### src/ufcam_pkg.sv
package ufcam_pkg;
   // register byte addresses
   localparam logic [11:0] ADDR_CTRL = 12'h000;
   localparam logic [11:0] ADDR_PWR = 12'h004;
   localparam logic [11:0] ADDR_RXDIV = 12'h008;
   localparam logic [11:0] ADDR_TXDIV = 12'h00c;
   localparam logic [11:0] ADDR_TXDATA = 12'h010;
   localparam logic [11:0] ADDR_RXDATA = 12'h014;
   localparam logic [11:0] ADDR_ISTAT = 12'h018;
   localparam logic [11:0] ADDR_ICLR = 12'h01c;
   localparam logic [11:0] ADDR_IEN = 12'h020;
   localparam logic [7:0] IDX_OWN_ADDR = 8'ha9;
   localparam logic [7:0] IDX_OWN_MASK = 8'hb9;
   localparam logic [11:0] ADDR_OWN_ADDR = {2'b00, IDX_OWN_ADDR, 2'b00};
   localparam logic [11:0] ADDR_OWN_MASK = {2'b00, IDX_OWN_MASK, 2'b00};
   // reset values
   localparam logic [7:0] RST_OWN_ADDR = 8'h00;
   localparam logic [7:0] RST_OWN_MASK = 8'h00;
   localparam logic [15:0] RST_DIV = 16'h0000;
   // field positions
   localparam int CTRL_RI = 0;
   localparam int CTRL_TI = 1;
   localparam int CTRL_RB9 = 2;
   localparam int CTRL_TB9 = 3;
   localparam int CTRL_REN = 4;
   localparam int CTRL_MPE = 5;
   localparam int CTRL_MODE = 6;
   localparam int CTRL_FE = 8;
   localparam int PWR_FCE = 0;
   localparam int IRQ_RX = 0;
   localparam int IRQ_TX = 1;
   localparam int IRQ_FE = 2;
   // bit timing in oversample ticks, frame lengths in bits
   localparam logic [3:0] PHASE_LAST = 4'hf;
   localparam logic [3:0] PHASE_MID = 4'h7;
   localparam logic [3:0] BITS_DATA8 = 4'h8;
   localparam logic [3:0] BITS_DATA9 = 4'h9;
   localparam logic [3:0] BITS_FRAME8 = 4'ha;
   localparam logic [3:0] BITS_FRAME9 = 4'hb;

   typedef enum logic [1:0] {MODE0, MODE1, MODE2, MODE3} ufcam_mode_e;

   typedef struct packed {
      logic cyc;
      logic stb;
      logic we;
      logic [11:0] adr;
      logic [3:0] sel;
      logic [31:0] dat;
   } ufcam_wbreq_s;

   typedef struct packed {
      logic [8:0] data;
      logic stopOk;
   } ufcam_frame_s;

   function automatic logic addrMatch(input logic [7:0] rx,
         input logic [7:0] own, input logic [7:0] mask);
      logic [7:0] given;
      logic [7:0] bcast;
      given = own & mask;
      bcast = own | mask;
      return ((rx & mask) == given) || ((rx & bcast) == bcast);
   endfunction

   function automatic logic [15:0] lane16(input logic [15:0] old,
         input logic [15:0] wd, input logic [1:0] sel);
      return {sel[1] ? wd[15:8] : old[15:8], sel[0] ? wd[7:0] : old[7:0]};
   endfunction
endpackage

### src/ufcam_rx.sv
module ufcam_rx (
   // clock and reset
   input wire logic clk_sys,
   input wire logic rstN,
   // line and setup
   input wire logic rxd,
   input wire logic enable,
   input wire logic nineBits,
   input wire logic [15:0] div,
   // received frame
   output ufcam_pkg::ufcam_frame_s frame,
   output logic dataEnd,
   output logic stopEnd
);
   import ufcam_pkg::*;
   typedef enum logic [1:0] {RX_IDLE, RX_START, RX_DATA, RX_STOP} ufcam_rxst_e;
   ufcam_rxst_e state_reg;
   logic [15:0] divCnt_reg;
   logic [3:0] phase_reg;
   logic [3:0] bitCnt_reg;
   logic [8:0] shift_reg;
   logic [8:0] shiftNext;
   logic tick;
   assign tick = (divCnt_reg == div);
   assign shiftNext = {rxd, shift_reg[8:1]};

   always_ff @(posedge clk_sys or negedge rstN) begin
      if (!rstN) divCnt_reg <= 16'h0000;
      else divCnt_reg <= tick ? 16'h0000 : divCnt_reg + 16'h0001;
   end

   always_ff @(posedge clk_sys or negedge rstN) begin
      if (!rstN) begin
         state_reg <= RX_IDLE;
         phase_reg <= 4'h0;
         bitCnt_reg <= 4'h0;
         shift_reg <= 9'h000;
         frame <= '0;
         dataEnd <= 1'b0;
         stopEnd <= 1'b0;
      end else begin
         dataEnd <= 1'b0;
         stopEnd <= 1'b0;
         if (tick) begin
            phase_reg <= phase_reg + 4'h1;
            case (state_reg)
               RX_IDLE: begin
                  phase_reg <= 4'h0;
                  if (enable && !rxd) state_reg <= RX_START;
               end
               RX_START: if (phase_reg == PHASE_MID) begin
                  phase_reg <= 4'h0;
                  bitCnt_reg <= 4'h0;
                  state_reg <= rxd ? RX_IDLE : RX_DATA;
               end
               RX_DATA: if (phase_reg == PHASE_LAST) begin
                  shift_reg <= shiftNext;
                  bitCnt_reg <= bitCnt_reg + 4'h1;
                  if (bitCnt_reg == (nineBits ? BITS_DATA9 : BITS_DATA8)
                        - 4'h1) begin
                     state_reg <= RX_STOP;
                     dataEnd <= 1'b1;
                     frame.data <= nineBits ? shiftNext
                           : {1'b0, shiftNext[8:1]};
                  end
               end
               RX_STOP: if (phase_reg == PHASE_LAST) begin
                  stopEnd <= 1'b1;
                  frame.stopOk <= rxd;
                  state_reg <= RX_IDLE;
               end
               default: state_reg <= RX_IDLE;
            endcase
         end
      end
   end
endmodule

### src/ufcam_tx.sv
module ufcam_tx (
   // clock and reset
   input wire logic clk_sys,
   input wire logic rstN,
   // request
   input wire logic start,
   input wire logic [8:0] data,
   input wire logic nineBits,
   input wire logic [15:0] div,
   // line and status
   output logic txd,
   output logic busy,
   output logic done
);
   import ufcam_pkg::*;
   logic [15:0] divCnt_reg;
   logic [3:0] phase_reg;
   logic [3:0] bitsLeft_reg;
   logic [10:0] shift_reg;
   logic tick;
   assign tick = (divCnt_reg == div);
   assign busy = (bitsLeft_reg != 4'h0);

   always_ff @(posedge clk_sys or negedge rstN) begin
      if (!rstN) divCnt_reg <= 16'h0000;
      else divCnt_reg <= (tick || start) ? 16'h0000 : divCnt_reg + 16'h0001;
   end

   always_ff @(posedge clk_sys or negedge rstN) begin
      if (!rstN) begin
         phase_reg <= 4'h0;
         bitsLeft_reg <= 4'h0;
         shift_reg <= 11'h7ff;
         txd <= 1'b1;
         done <= 1'b0;
      end else begin
         done <= 1'b0;
         if (start && !busy) begin
            shift_reg <= nineBits ? {1'b1, data, 1'b0}
                  : {2'b11, data[7:0], 1'b0};
            bitsLeft_reg <= nineBits ? BITS_FRAME9 : BITS_FRAME8;
            phase_reg <= 4'h0;
            txd <= 1'b0;
         end else if (busy && tick) begin
            phase_reg <= phase_reg + 4'h1;
            if (phase_reg == PHASE_LAST) begin
               shift_reg <= {1'b1, shift_reg[10:1]};
               txd <= shift_reg[1];
               bitsLeft_reg <= bitsLeft_reg - 4'h1;
               if (bitsLeft_reg == 4'h1) begin
                  done <= 1'b1;
                  txd <= 1'b1;
               end
            end
         end
      end
   end
endmodule

### src/ufcam_top.sv
// Notes on behaviour
// - full-duplex serial port, receive and send together, separate baud rates.
// - stop-bit checking only in modes 1-3 and only while enable set.
// - with checking on, a bad stop bit sets the framing error flag.
// - framing error flag sticks until software or reset clears it.
// - with checking on, receive-done rises at the stop bit.
// - address recognition is on whenever multiprocessor enable is set in modes 1-3.
// - with recognition on, receive-done sets only for matching address frames.
// - mode 1 recognition needs address match and a valid stop bit.
// - an address frame matches on given address or broadcast address.
// - in mode 0 multiprocessor enable does nothing at all.
// - reset clears own address and mask, so any address matches.
//
// Our own choice: the Wishbone slave port.
module ufcam_top (
   // clock and reset
   input wire logic clk_sys,
   input wire logic reset_n,
   // wishbone slave
   input ufcam_pkg::ufcam_wbreq_s wbReq,
   output logic wbAck,
   output logic [31:0] wbDatOut,
   // serial line
   input wire logic rxd,
   output logic txd,
   // interrupt
   output logic irq
);
   import ufcam_pkg::*;

   logic [1:0] rstSync_reg;
   logic rstN;
   logic wbAck_reg;
   logic [31:0] wbDat_reg;
   logic wrStrobe;
   logic wrCtrl;
   ufcam_mode_e mode_reg;
   logic mpEnable_reg;
   logic rxEnable_reg;
   logic txNinth_reg;
   logic rxNinth_reg;
   logic riFlag_reg;
   logic tiFlag_reg;
   logic feFlag_reg;
   logic fcEnable_reg;
   logic [15:0] rxDiv_reg;
   logic [15:0] txDiv_reg;
   logic [7:0] ownAddr_reg;
   logic [7:0] ownMask_reg;
   logic [7:0] rxData_reg;
   logic [2:0] istat_reg;
   logic [2:0] ien_reg;
   logic [2:0] istatSet;
   logic [31:0] rdData;
   ufcam_frame_s frame;
   logic dataEnd;
   logic stopEnd;
   logic nineBits;
   logic fcActive;
   logic mpActive;
   logic evtPoint;
   logic matchOk;
   logic pass;
   logic rxAccept;
   logic feSet;
   logic txStart;
   logic txBusy;
   logic txDone;

   // reset release through two flops
   always_ff @(posedge clk_sys or negedge reset_n) begin
      if (!reset_n) rstSync_reg <= 2'b00;
      else rstSync_reg <= {rstSync_reg[0], 1'b1};
   end
   assign rstN = rstSync_reg[1];

   // bus slave: ack one cycle after the request, one cycle wide
   always_ff @(posedge clk_sys or negedge rstN) begin
      if (!rstN) wbAck_reg <= 1'b0;
      else wbAck_reg <= wbReq.cyc && wbReq.stb && !wbAck_reg;
   end
   assign wbAck = wbAck_reg;
   assign wbDatOut = wbDat_reg;
   assign wrStrobe = wbReq.cyc && wbReq.stb && wbReq.we && wbAck_reg;
   assign wrCtrl = wrStrobe && (wbReq.adr == ADDR_CTRL);

   always_comb begin
      rdData = 32'h0000_0000;
      case (wbReq.adr)
         ADDR_CTRL: begin
            rdData[CTRL_RI] = riFlag_reg;
            rdData[CTRL_TI] = tiFlag_reg;
            rdData[CTRL_RB9] = rxNinth_reg;
            rdData[CTRL_TB9] = txNinth_reg;
            rdData[CTRL_REN] = rxEnable_reg;
            rdData[CTRL_MPE] = mpEnable_reg;
            rdData[CTRL_MODE +: 2] = mode_reg;
            rdData[CTRL_FE] = feFlag_reg;
         end
         ADDR_PWR: rdData[PWR_FCE] = fcEnable_reg;
         ADDR_RXDIV: rdData[15:0] = rxDiv_reg;
         ADDR_TXDIV: rdData[15:0] = txDiv_reg;
         ADDR_RXDATA: rdData[7:0] = rxData_reg;
         ADDR_ISTAT: rdData[2:0] = istat_reg;
         ADDR_IEN: rdData[2:0] = ien_reg;
         ADDR_OWN_ADDR: rdData[7:0] = ownAddr_reg;
         ADDR_OWN_MASK: rdData[7:0] = ownMask_reg;
         default: rdData = 32'h0000_0000;
      endcase
   end

   always_ff @(posedge clk_sys or negedge rstN) begin
      if (!rstN) wbDat_reg <= 32'h0000_0000;
      else if (wbReq.cyc && wbReq.stb && !wbAck_reg) wbDat_reg <= rdData;
   end

   // serial control fields written by software
   always_ff @(posedge clk_sys or negedge rstN) begin
      if (!rstN) begin
         mode_reg <= MODE0;
         mpEnable_reg <= 1'b0;
         rxEnable_reg <= 1'b0;
         txNinth_reg <= 1'b0;
      end else if (wrCtrl && wbReq.sel[0]) begin
         mode_reg <= ufcam_mode_e'(wbReq.dat[CTRL_MODE +: 2]);
         mpEnable_reg <= wbReq.dat[CTRL_MPE];
         rxEnable_reg <= wbReq.dat[CTRL_REN];
         txNinth_reg <= wbReq.dat[CTRL_TB9];
      end
   end

   always_ff @(posedge clk_sys or negedge rstN) begin
      if (!rstN) fcEnable_reg <= 1'b0;
      else if (wrStrobe && wbReq.adr == ADDR_PWR && wbReq.sel[0])
         fcEnable_reg <= wbReq.dat[PWR_FCE];
   end

   // independent baud dividers for each direction
   always_ff @(posedge clk_sys or negedge rstN) begin
      if (!rstN) begin
         rxDiv_reg <= RST_DIV;
         txDiv_reg <= RST_DIV;
      end else if (wrStrobe) begin
         if (wbReq.adr == ADDR_RXDIV)
            rxDiv_reg <= lane16(rxDiv_reg, wbReq.dat[15:0], wbReq.sel[1:0]);
         if (wbReq.adr == ADDR_TXDIV)
            txDiv_reg <= lane16(txDiv_reg, wbReq.dat[15:0], wbReq.sel[1:0]);
      end
   end

   always_ff @(posedge clk_sys or negedge rstN) begin
      if (!rstN) begin
         ownAddr_reg <= RST_OWN_ADDR;
         ownMask_reg <= RST_OWN_MASK;
      end else if (wrStrobe && wbReq.sel[0]) begin
         if (wbReq.adr == ADDR_OWN_ADDR) ownAddr_reg <= wbReq.dat[7:0];
         if (wbReq.adr == ADDR_OWN_MASK) ownMask_reg <= wbReq.dat[7:0];
      end
   end

   // receive path
   assign nineBits = (mode_reg == MODE2) || (mode_reg == MODE3);
   assign fcActive = fcEnable_reg && (mode_reg != MODE0);
   assign mpActive = mpEnable_reg && (mode_reg != MODE0);
   // mode 1 recognition needs the stop bit, so it also waits for it
   assign evtPoint = (fcActive || (mpActive && mode_reg == MODE1))
         ? stopEnd : dataEnd;
   assign matchOk = addrMatch(frame.data[7:0], ownAddr_reg,
         ownMask_reg);

   always_comb begin
      if (!mpActive) pass = 1'b1;
      else if (mode_reg == MODE1) pass = matchOk && frame.stopOk;
      else pass = frame.data[8] && matchOk;
   end

   assign rxAccept = evtPoint && pass;
   assign feSet = stopEnd && fcActive && !frame.stopOk;

   ufcam_rx ufcam_rx_inst (
      .clk_sys(clk_sys),
      .rstN(rstN),
      .rxd(rxd),
      .enable(rxEnable_reg),
      .nineBits(nineBits),
      .div(rxDiv_reg),
      .frame(frame),
      .dataEnd(dataEnd),
      .stopEnd(stopEnd)
   );

   always_ff @(posedge clk_sys or negedge rstN) begin
      if (!rstN) begin
         rxData_reg <= 8'h00;
         rxNinth_reg <= 1'b0;
      end else if (rxAccept) begin
         rxData_reg <= frame.data[7:0];
         rxNinth_reg <= nineBits ? frame.data[8] : frame.stopOk;
      end
   end

   // sticky flags: hardware set wins over a software clear
   always_ff @(posedge clk_sys or negedge rstN) begin
      if (!rstN) begin
         riFlag_reg <= 1'b0;
         tiFlag_reg <= 1'b0;
      end else begin
         riFlag_reg <= rxAccept || (riFlag_reg && !(wrCtrl
               && wbReq.sel[0] && !wbReq.dat[CTRL_RI]));
         tiFlag_reg <= txDone || (tiFlag_reg && !(wrCtrl
               && wbReq.sel[0] && !wbReq.dat[CTRL_TI]));
      end
   end

   always_ff @(posedge clk_sys or negedge rstN) begin
      if (!rstN) feFlag_reg <= 1'b0;
      else feFlag_reg <= feSet || (feFlag_reg && !(wrCtrl
            && wbReq.sel[1] && !wbReq.dat[CTRL_FE]));
   end

   // transmit path runs alongside the receiver
   assign txStart = wrStrobe && (wbReq.adr == ADDR_TXDATA)
         && wbReq.sel[0] && !txBusy;

   ufcam_tx ufcam_tx_inst (
      .clk_sys(clk_sys),
      .rstN(rstN),
      .start(txStart),
      .data({txNinth_reg, wbReq.dat[7:0]}),
      .nineBits(nineBits),
      .div(txDiv_reg),
      .txd(txd),
      .busy(txBusy),
      .done(txDone)
   );

   // interrupt status, clear and enable
   always_comb begin
      istatSet = 3'b000;
      istatSet[IRQ_RX] = rxAccept;
      istatSet[IRQ_TX] = txDone;
      istatSet[IRQ_FE] = feSet;
   end

   always_ff @(posedge clk_sys or negedge rstN) begin
      if (!rstN) istat_reg <= 3'b000;
      else if (wrStrobe && wbReq.adr == ADDR_ICLR && wbReq.sel[0])
         istat_reg <= istatSet | (istat_reg & ~wbReq.dat[2:0]);
      else istat_reg <= istatSet | istat_reg;
   end

   always_ff @(posedge clk_sys or negedge rstN) begin
      if (!rstN) ien_reg <= 3'b000;
      else if (wrStrobe && wbReq.adr == ADDR_IEN && wbReq.sel[0])
         ien_reg <= wbReq.dat[2:0];
   end

   assign irq = |(istat_reg & ien_reg);

   // checks
   AST_FE_SET: assert property (
         @(posedge clk_sys) disable iff (!rstN) feSet |=> feFlag_reg)
      else $error("bad stop bit did not raise framing error");

   AST_FE_STICKY: assert property (
         @(posedge clk_sys) disable iff (!rstN)
         feFlag_reg && !(wrCtrl && wbReq.sel[1]) |=> feFlag_reg)
      else $error("framing error dropped without software clear");

   AST_FE_MODE: assert property (
         @(posedge clk_sys) disable iff (!rstN)
         $rose(feFlag_reg) |-> $past(fcEnable_reg)
         && $past(mode_reg) != MODE0)
      else $error("framing error raised with checking inactive");

   AST_FE_CAUSE: assert property (
         @(posedge clk_sys) disable iff (!rstN)
         $rose(feFlag_reg) |-> $past(stopEnd) && !$past(frame.stopOk))
      else $error("framing error raised without a bad stop bit");

   AST_RI_AT_STOP: assert property (
         @(posedge clk_sys) disable iff (!rstN)
         $rose(riFlag_reg) && $past(fcActive) |-> $past(stopEnd))
      else $error("receive done not at stop bit while checking");

   AST_RI_AT_DATA: assert property (
         @(posedge clk_sys) disable iff (!rstN)
         dataEnd && !fcActive && !mpActive ##1 1 |-> riFlag_reg)
      else $error("receive done missing at last data bit");

   AST_MATCH: assert property (
         @(posedge clk_sys) disable iff (!rstN)
         $rose(riFlag_reg) && $past(mpActive)
         |-> $past(matchOk))
      else $error("receive done for a foreign address");

   AST_IRQ_MATCH: assert property (
         @(posedge clk_sys) disable iff (!rstN)
         $rose(istat_reg[IRQ_RX]) && $past(mpActive)
         |-> $past(matchOk))
      else $error("receive interrupt for a foreign address");

   AST_MODE1_STOP: assert property (
         @(posedge clk_sys) disable iff (!rstN)
         $rose(riFlag_reg) && $past(mpActive && mode_reg == MODE1)
         |-> $past(stopEnd && frame.stopOk))
      else $error("mode 1 address frame accepted without stop bit");

   AST_NINTH: assert property (
         @(posedge clk_sys) disable iff (!rstN)
         $rose(riFlag_reg) && $past(mpActive && nineBits)
         |-> $past(frame.data[8]))
      else $error("data frame accepted as address frame");

   AST_MODE0: assert property (
         @(posedge clk_sys) disable iff (!rstN)
         dataEnd && mode_reg == MODE0 |=> riFlag_reg)
      else $error("mode 0 frame filtered");

   AST_BCAST: assert property (
         @(posedge clk_sys) disable iff (!rstN)
         ((frame.data[7:0] & (ownAddr_reg | ownMask_reg))
         == (ownAddr_reg | ownMask_reg)) |-> matchOk)
      else $error("broadcast address not recognised");

   AST_RESET_ADDR: assert property (
         @(posedge clk_sys)
         $rose(rstN) |-> ownAddr_reg == 8'h00
         && ownMask_reg == 8'h00 && matchOk)
      else $error("address registers not cleared by reset");

   AST_RESET_FLAGS: assert property (
         @(posedge clk_sys)
         $rose(rstN) |-> !feFlag_reg && !riFlag_reg && !irq)
      else $error("flags not cleared by reset");

   AST_TX_DUPLEX: assert property (
         @(posedge clk_sys) disable iff (!rstN)
         txStart |=> txBusy [*8])
      else $error("transmit did not start");

   AST_ACK: assert property (@(posedge clk_sys) disable iff (!rstN)
         wbAck |=> !wbAck)
      else $error("ack longer than one cycle");

   COV_FE: cover property (@(posedge clk_sys) disable iff (!rstN)
         $rose(feFlag_reg));
   COV_MP_ACCEPT: cover property (@(posedge clk_sys) disable iff (!rstN)
         rxAccept && mpActive);
   COV_MP_REJECT: cover property (@(posedge clk_sys) disable iff (!rstN)
         evtPoint && mpActive && !pass);
   COV_TX_RX: cover property (@(posedge clk_sys) disable iff (!rstN)
         txBusy && stopEnd);
   COV_NINTH_ACCEPT: cover property (@(posedge clk_sys) disable iff (!rstN)
         rxAccept && mpActive && nineBits);
endmodule

### config.mk
export PLATFORM = sky130hd
export DESIGN_NAME = ufcam_top
export DESIGN_NICKNAME = d
export VERILOG_FILES = /design/src/ufcam_pkg.sv /design/src/ufcam_rx.sv /design/src/ufcam_tx.sv /design/src/ufcam_top.sv
export SDC_FILE = /design/constraint.sdc
export NUM_CORES = 1
export LEC_CHECK = 0
export ABC_AREA = 1
export BUFFER_PORTS_ARGS = -buffer_cell sky130_fd_sc_hd__buf_2
export CAP_MARGIN = 20
export CORE_ASPECT_RATIO = 1.75
export CORE_MARGIN = 4
export CORE_UTILIZATION = 60
export CTS_CLUSTER_SIZE = 12
export DETAILED_ROUTE_END_ITERATION = 6
export HOLD_SLACK_MARGIN = 0.08
export PLACE_DENSITY = 0.81
export SLEW_MARGIN = 20
export SYNTH_ARGS = -nofsm -noshare
export SYNTH_HDL_FRONTEND = slang
export SYNTH_SLANG_ARGS = --single-unit
export TNS_END_PERCENT = 20
### constraint.sdc
create_clock -name clk_sys -period 7.6 [get_ports clk_sys]
set_clock_uncertainty 0.15 [all_clocks]
set_input_delay 0 -clock clk_sys [delete_from_list [all_inputs] [get_ports clk_sys]]
set_output_delay 0 -clock clk_sys [all_outputs]
set_load 0.01 [all_outputs]
## Yosys cells after proc, flatten, opt, wreduce, memory -nomap -nowiden

Cells that the tools add are included.

- Bitwise operators: 9
- Reduce and logical (&&, ||, !) cells: 71
- Multiplexer cells: 51
- $add $sub $neg: 7
- Equality and inequality tests: 30

Operator list:

| cell | count |
|---|---|
| 12-bit by 5-bit equality test with 1-bit output (second input constant) | 4 |
| 1-bit logical AND | 34 |
| 11-bit two-way mux | 3 |
| 16-bit by 1-bit adder with 16-bit output (second input constant) | 2 |
| 16-bit equality test | 2 |
| 16-bit two-way mux | 2 |
| 4-bit two-way mux | 8 |
| 5-bit one-hot mux with 6 select lines | 1 |
| 8-bit bitwise AND | 3 |
| 12-bit by 10-bit equality test with 1-bit output (second input constant) | 2 |
| 12-bit by 4-bit equality test with 1-bit output (second input constant) | 2 |
| 1-bit two-way mux | 21 |
| 3-bit AND reduction | 6 |
| 8-bit equality test | 2 |
| 2-bit one-hot mux with 8 select lines | 1 |
| 4-bit one-hot mux with 2 select lines | 2 |
| 7-bit one-hot mux with 2 select lines | 1 |
| 4-bit by 1-bit adder with 4-bit output (second input constant) | 3 |
| 12-bit by 3-bit equality test with 1-bit output (second input constant) | 1 |
| 12-bit by 6-bit equality test with 1-bit output (second input constant) | 1 |
| 12-bit logical NOT | 1 |
| 2-bit two-way mux | 6 |
| 1-bit logical NOT | 10 |
| 10-bit two-way mux | 1 |
| other kinds (25) | 49 |

- Word-level logic and storage cells: 204
- Output and inout port bits: 35
- Register bits after elaboration: 175
- Input port bits: 54

## Depth between registers and ports, before layout

- Depth after elaboration: 10
- Gate-level depth with buffers: 13
- Gate-level depth less buffers: 12

## By module

From an unflattened synthesis, not the netlist that was laid out.

- Cells, all modules: 1232
- Area total of the unflattened synthesis: 9372.7 um2

Modules (own cells, without submodules):

| module | cells an instance | seq. area each (um2) | instances | area each (um2) |
|---|---|---|---|---|
| ufcam_top | 610 | 2277.2 | 1 | 4638.2 |
| ufcam_rx | 314 | 1151.1 | 1 | 2468.6 |
| ufcam_tx | 308 | 888.4 | 1 | 2265.9 |

## Worst setup path after synthesis

Ideal clock, no wire load.

- Path kind: reg-to-reg
- From: register mode_reg[1]
- To: register riFlag_reg
- Required time: 7.329 ns
- Slack: 5.870 ns
- Cell stages (with the launch flop): 9
- Period minus slack after synthesis: 1.730 ns
- Buffers on the path: 2
- Setup time: 0.121 ns
- Arrival time: 1.459 ns
- Path through: dfrtp_1 > buf_2 > inv_1 > nand2_1 > o21ai_1 > mux2_2 > nand2_1 > buf_4 > nand2_1

- Word-level cells in the longest chain between the ends: 7
- Elaborated cells on any way between the ends: 11
- Classes of those cells: eq/ne (1); mux (3); reduce/logical (7)

Ends and longest elaborated chain:

| item | line | text |
|---|---|---|
| start, declared | ufcam_top.sv:37 | `ufcam_mode_e mode_reg;` |
| start signal, assigned | ufcam_top.sv:125 | `mode_reg <= ufcam_mode_e'(wbReq.dat[CTRL_MODE +: 2]);` |
| 2-bit nonzero test | ufcam_top.sv:163, ufcam_top.sv:164 |  |
| 1-bit logical AND | ufcam_top.sv:164 | `assign mpActive = mpEnable_reg && (mode_reg != MODE0);` |
| 1-bit logical AND | ufcam_top.sv:166 | `assign evtPoint = (fcActive \|\| (mpActive && mode_reg == MODE1))` |
| 1-bit logical OR | ufcam_top.sv:166 |  |
| 1-bit two-way mux | ufcam_top.sv:167 | `? stopEnd : dataEnd;` |
| 1-bit logical AND (*) | ufcam_top.sv:177 | `assign rxAccept = evtPoint && pass;` |
| 1-bit logical OR (*) | ufcam_top.sv:208 | `riFlag_reg <= rxAccept \|\| (riFlag_reg && !(wrCtrl` |
| end signal, assigned | ufcam_top.sv:208 |  |
| end, declared | ufcam_top.sv:42 | `logic riFlag_reg;` |

Mark *: on every way between the ends. The rest lies on a longest branch, timed or not.
A chain may end at the register's enable or synchronous reset.

## Final worst setup path

- From: input wbReq[37] (netlist name)
- To: register txDiv_reg[13]

- Word-level cells in the longest chain between the ends: 2

Ends and longest elaborated chain:

| item | line | text |
|---|---|---|
| start, declared | ufcam_top.sv:20 | `input ufcam_pkg::ufcam_wbreq_s wbReq,` |
| 12-bit by 4-bit equality test with 1-bit output | ufcam_top.sv:146 | `if (wbReq.adr == ADDR_TXDIV)` |
| 3-bit AND reduction (no source line) | -- |  |
| end signal, assigned | ufcam_top.sv:147 | `txDiv_reg <= lane16(txDiv_reg, wbReq.dat[15:0], wbReq.sel[1:0]);` |
| end, declared | ufcam_top.sv:47 | `logic [15:0] txDiv_reg;` |

No other way between the ends.

==> results.tsv <==
metric	value	unit
Setup WS post-layout	4.88	ns
Distinct cells, synth	40	
worst r2r path cells	7	
YS warnings	0	
hold depth	5	
metal3 WL	1230	um
CP Data Required Time	7.76	ns
DR WL met2	12600	um
CTS H-tree depth	4	
Mapped Area	9470	um2
largest net degree at the start of global routing	78	
HP Class	in2reg	
relative slew slack	35.0	%
post-route ant nets	0	
reg2reg end	feFlag_reg$_DFF_PN0_	
Logic pwr share	12.5	%
Power Dens Cells	207	nW/um2
#FFs+latches synth	172	
hold_sp	wbReq[48]	
Worst EP arrival	2.88	ns
Die Ht	174	um
sw power	609	uW
CTS max path bufs	2	
clk_lat worst skew	0.43	ns
Least-Margin Pin Slew	0.974	ns
placed insts	1491	
RSZ-0062 raised after global routing	false	
PortBufs	54	
setup bufs post-CTS	0	
gpl congestion	1.00	
first-pass GRT wire length	40700	um
max-slew violations	0	
global route total overflow	0	
final WL	24800	um
# clock sinks	172	
I/O pins	89	
Initial DRC Count	505	
reg-to-reg slack, setup	5.03	ns
number of fill cells	1251	
area of the multi-input gates	4300	um2
num rows	60	
number of buffers created by CTS	17	
post-CTS sizing	0	
CP Max Fanout	15	
Post-Place Worst Slack	5.16	ns
Tot GR Track Use	28.9	%
Top FF cell, synth	dfrtp_1	
Die Footprint	17900	um2
synthesis-to-layout area growth	13.1	%
Final nets	1423	
initial core utilization	61.2	%
average vias per placed instance	5.45	
min Tclk post-route	2.72	ns
fin crit share	35.8	%
synthesized instance count	1279	
DR vias	8492	
crit path launch type	primary input	
Detailed Place HPWL	17900	um
post-synthesis sequential area ratio	45.6	%
hold path endpoint	ien_reg[0]$_DFFE_PN0P_	
Seq. cell area	4320	um2
max layer used	met4	
Power, Total	2210	uW
Post-Layout Cell Count	1558	
ys async rst share	100	%
largest cells by area after synthesis	dfrtp_1 (43%), nand2_1 (16%), inv_1 (6.1%), o21ai_0 (5.5%), nor2_1 (4.9%)	
Max VDD drop	0.136	mV
number of synthesized flops with an enable pin	0	
P_leak	0.00537	uW
share of the synthesized area in the top cell type	42.8	%
drt first pass iters	7	
DIE WIDTH	103	um
Final Hold Viols	0	
# DRC	12	
Critical Path Start	wbReq[37]	
Sw Ratio	27.5	%
clk root buf	clkbuf_16	
initial antenna violation count	1	
Fmax achieved	368	MHz
vias in the first global route	8400	
reg2reg start	wbAck$_DFF_PN0_	
CTS tree	yes	
Synth area leader	dfrtp_1	
Avg Cell Area, Syn	7.40	um2
sequential group share of total power	46.0	%
Max Cap Viol	0	
internal power	1600	uW
Clock Power Share	41.5	%
critical path class	in2reg	
per-cell routed wire length	15.9	um
Fin Setup TNS	0	ns
Worst Setup End Kind	flop	
Clock Pin Slew Worst Setup and Hold Paths	0.07	ns
layout cells sized above 1	10.6	%
status	complete, but fails checks	
DRT met1 WL	9180	um
failing checks	DRC	
Core Area	15500	um2
number of setup violations in the final report	0	
## layer usage
metal | vias up | track usage (%)
li1 | 4189 | -
met1 | 3915 | 32.6
met2 | 293 | 49.7
met3 | 95 | 4.50
met4 | 0 | 17.8
met5 | - | 0
## cells in the mapped netlist, drive strengths merged, types with 3 or more instances
library cell  instances
inv                 161
dfstp                10
o31ai                 3
o21ai               127
nand4                26
xor2                 15
nand2               423
buf                  40
a21oi                28
nand3                82
nor3                 17
xnor2                 6
ha                   11
nor2                134
dfrtp               162
nor3b                 3
nor4                  5
a31oi                 8
nand3b                3
clkbuf                6
## final cells by class
type / count / area share (%)
clock inverter: 14 / 1.73
timing repair buffer: 91 / 5.91
clock buffer: 18 / 4.01
tap: 186 / 2.17
sequential: 172 / 40.3
antenna: 1 / 0.0234
inverter: 162 / 5.68
multi-input combinational: 914 / 40.1
## placed cells by master (no fill, tap or decap), types with 2 or more instances in the layout
cell	Yosys	final
a21oi_1	27	27
a31oi_1	8	8
buf_2	16	54
buf_4	19	3
bufinv_16	0	3
clkbuf_16	0	17
clkinv_4	0	4
clkinvlp_4	0	2
conb_1	2	17
dfrtp_1	162	161
dfstp_2	10	10
dlygate4sd3_1	0	34
ha_1	11	11
inv_1	153	153
inv_2	8	8
inv_6	0	2
inv_8	0	2
mux2i_1	2	2
nand2_1	415	415
nand2_2	5	5
nand2_4	3	3
nand3_1	81	81
nand3b_1	3	3
nand4_1	24	24
nor2_1	124	124
nor2_2	6	6
nor2_4	4	4
nor3_1	16	16
nor3b_1	3	3
nor4_1	5	5
o21ai_0	105	105
o21ai_1	7	7
o21ai_2	15	15
o22ai_1	2	2
o31ai_1	3	3
xnor2_1	6	6
xor2_1	15	15
## stage by stage
step                      hold slack [ns]  instance area (um2)  utilization, %
after detailed placement           -0.363                 9750            63.1
after floorplan                    -0.446                 9530               -
after global routing                0.126                10700            69.3
after global placement             -0.365                 9750            63.1
final                              0.0914                10700            69.3
after CTS                          0.0813                10700            69.2
## repair_timing
item / CTS / global route
hold buffers: 34 / 0
hold endpoints to repair: 87 / 0
setup endpoints to repair: 0 / 0
## worst max-delay path by stage
stage                                     end  depth (start not counted)
floorplan                           async pin                          0
global placement    rxData_reg[1]$_DFFE_PN0P_                          9
detailed placement  rxData_reg[2]$_DFFE_PN0P_                          9
CTS                 txDiv_reg[13]$_DFFE_PN0P_                         12
global route        rxData_reg[2]$_DFFE_PN0P_                          9
finish              txDiv_reg[13]$_DFFE_PN0P_                         12
## worst max-delay path: stages
cell and delay, ns:
dlygate4sd3_1 0.53, buf_2 0.14, nor2_1 0.20, nand3_1 0.13
dlygate4sd3_1 0.58, inv_1 0.10, nand2_2 0.10, inv_2 0.23
nand2_4 0.16, nand2_1 0.09, o21ai_0 0.07, dlygate4sd3_1 0.55
## cells by family after synthesis
group	synth area share, %
AND/OR/NAND/NOR	31.2
buffers and inverters	9.61
flip-flops	45.6
AO/OA/AOI/OAI	9.73
XOR/XNOR	1.94
adder cells (fa/ha/maj)	1.45
multiplexers	0.449
other	0.0793
## power groups by stage
stage / combinational (uW) / sequential, uW / clock [uW]
after floorplan: 191 / 1040 / 0
after global placement: 251 / 1030 / 0
after detailed placement: 259 / 1030 / 0
after CTS: 275 / 1020 / 925
after global routing: 319 / 1020 / 964
final: 277 / 1020 / 918
(Power assumes the default switching activity.)
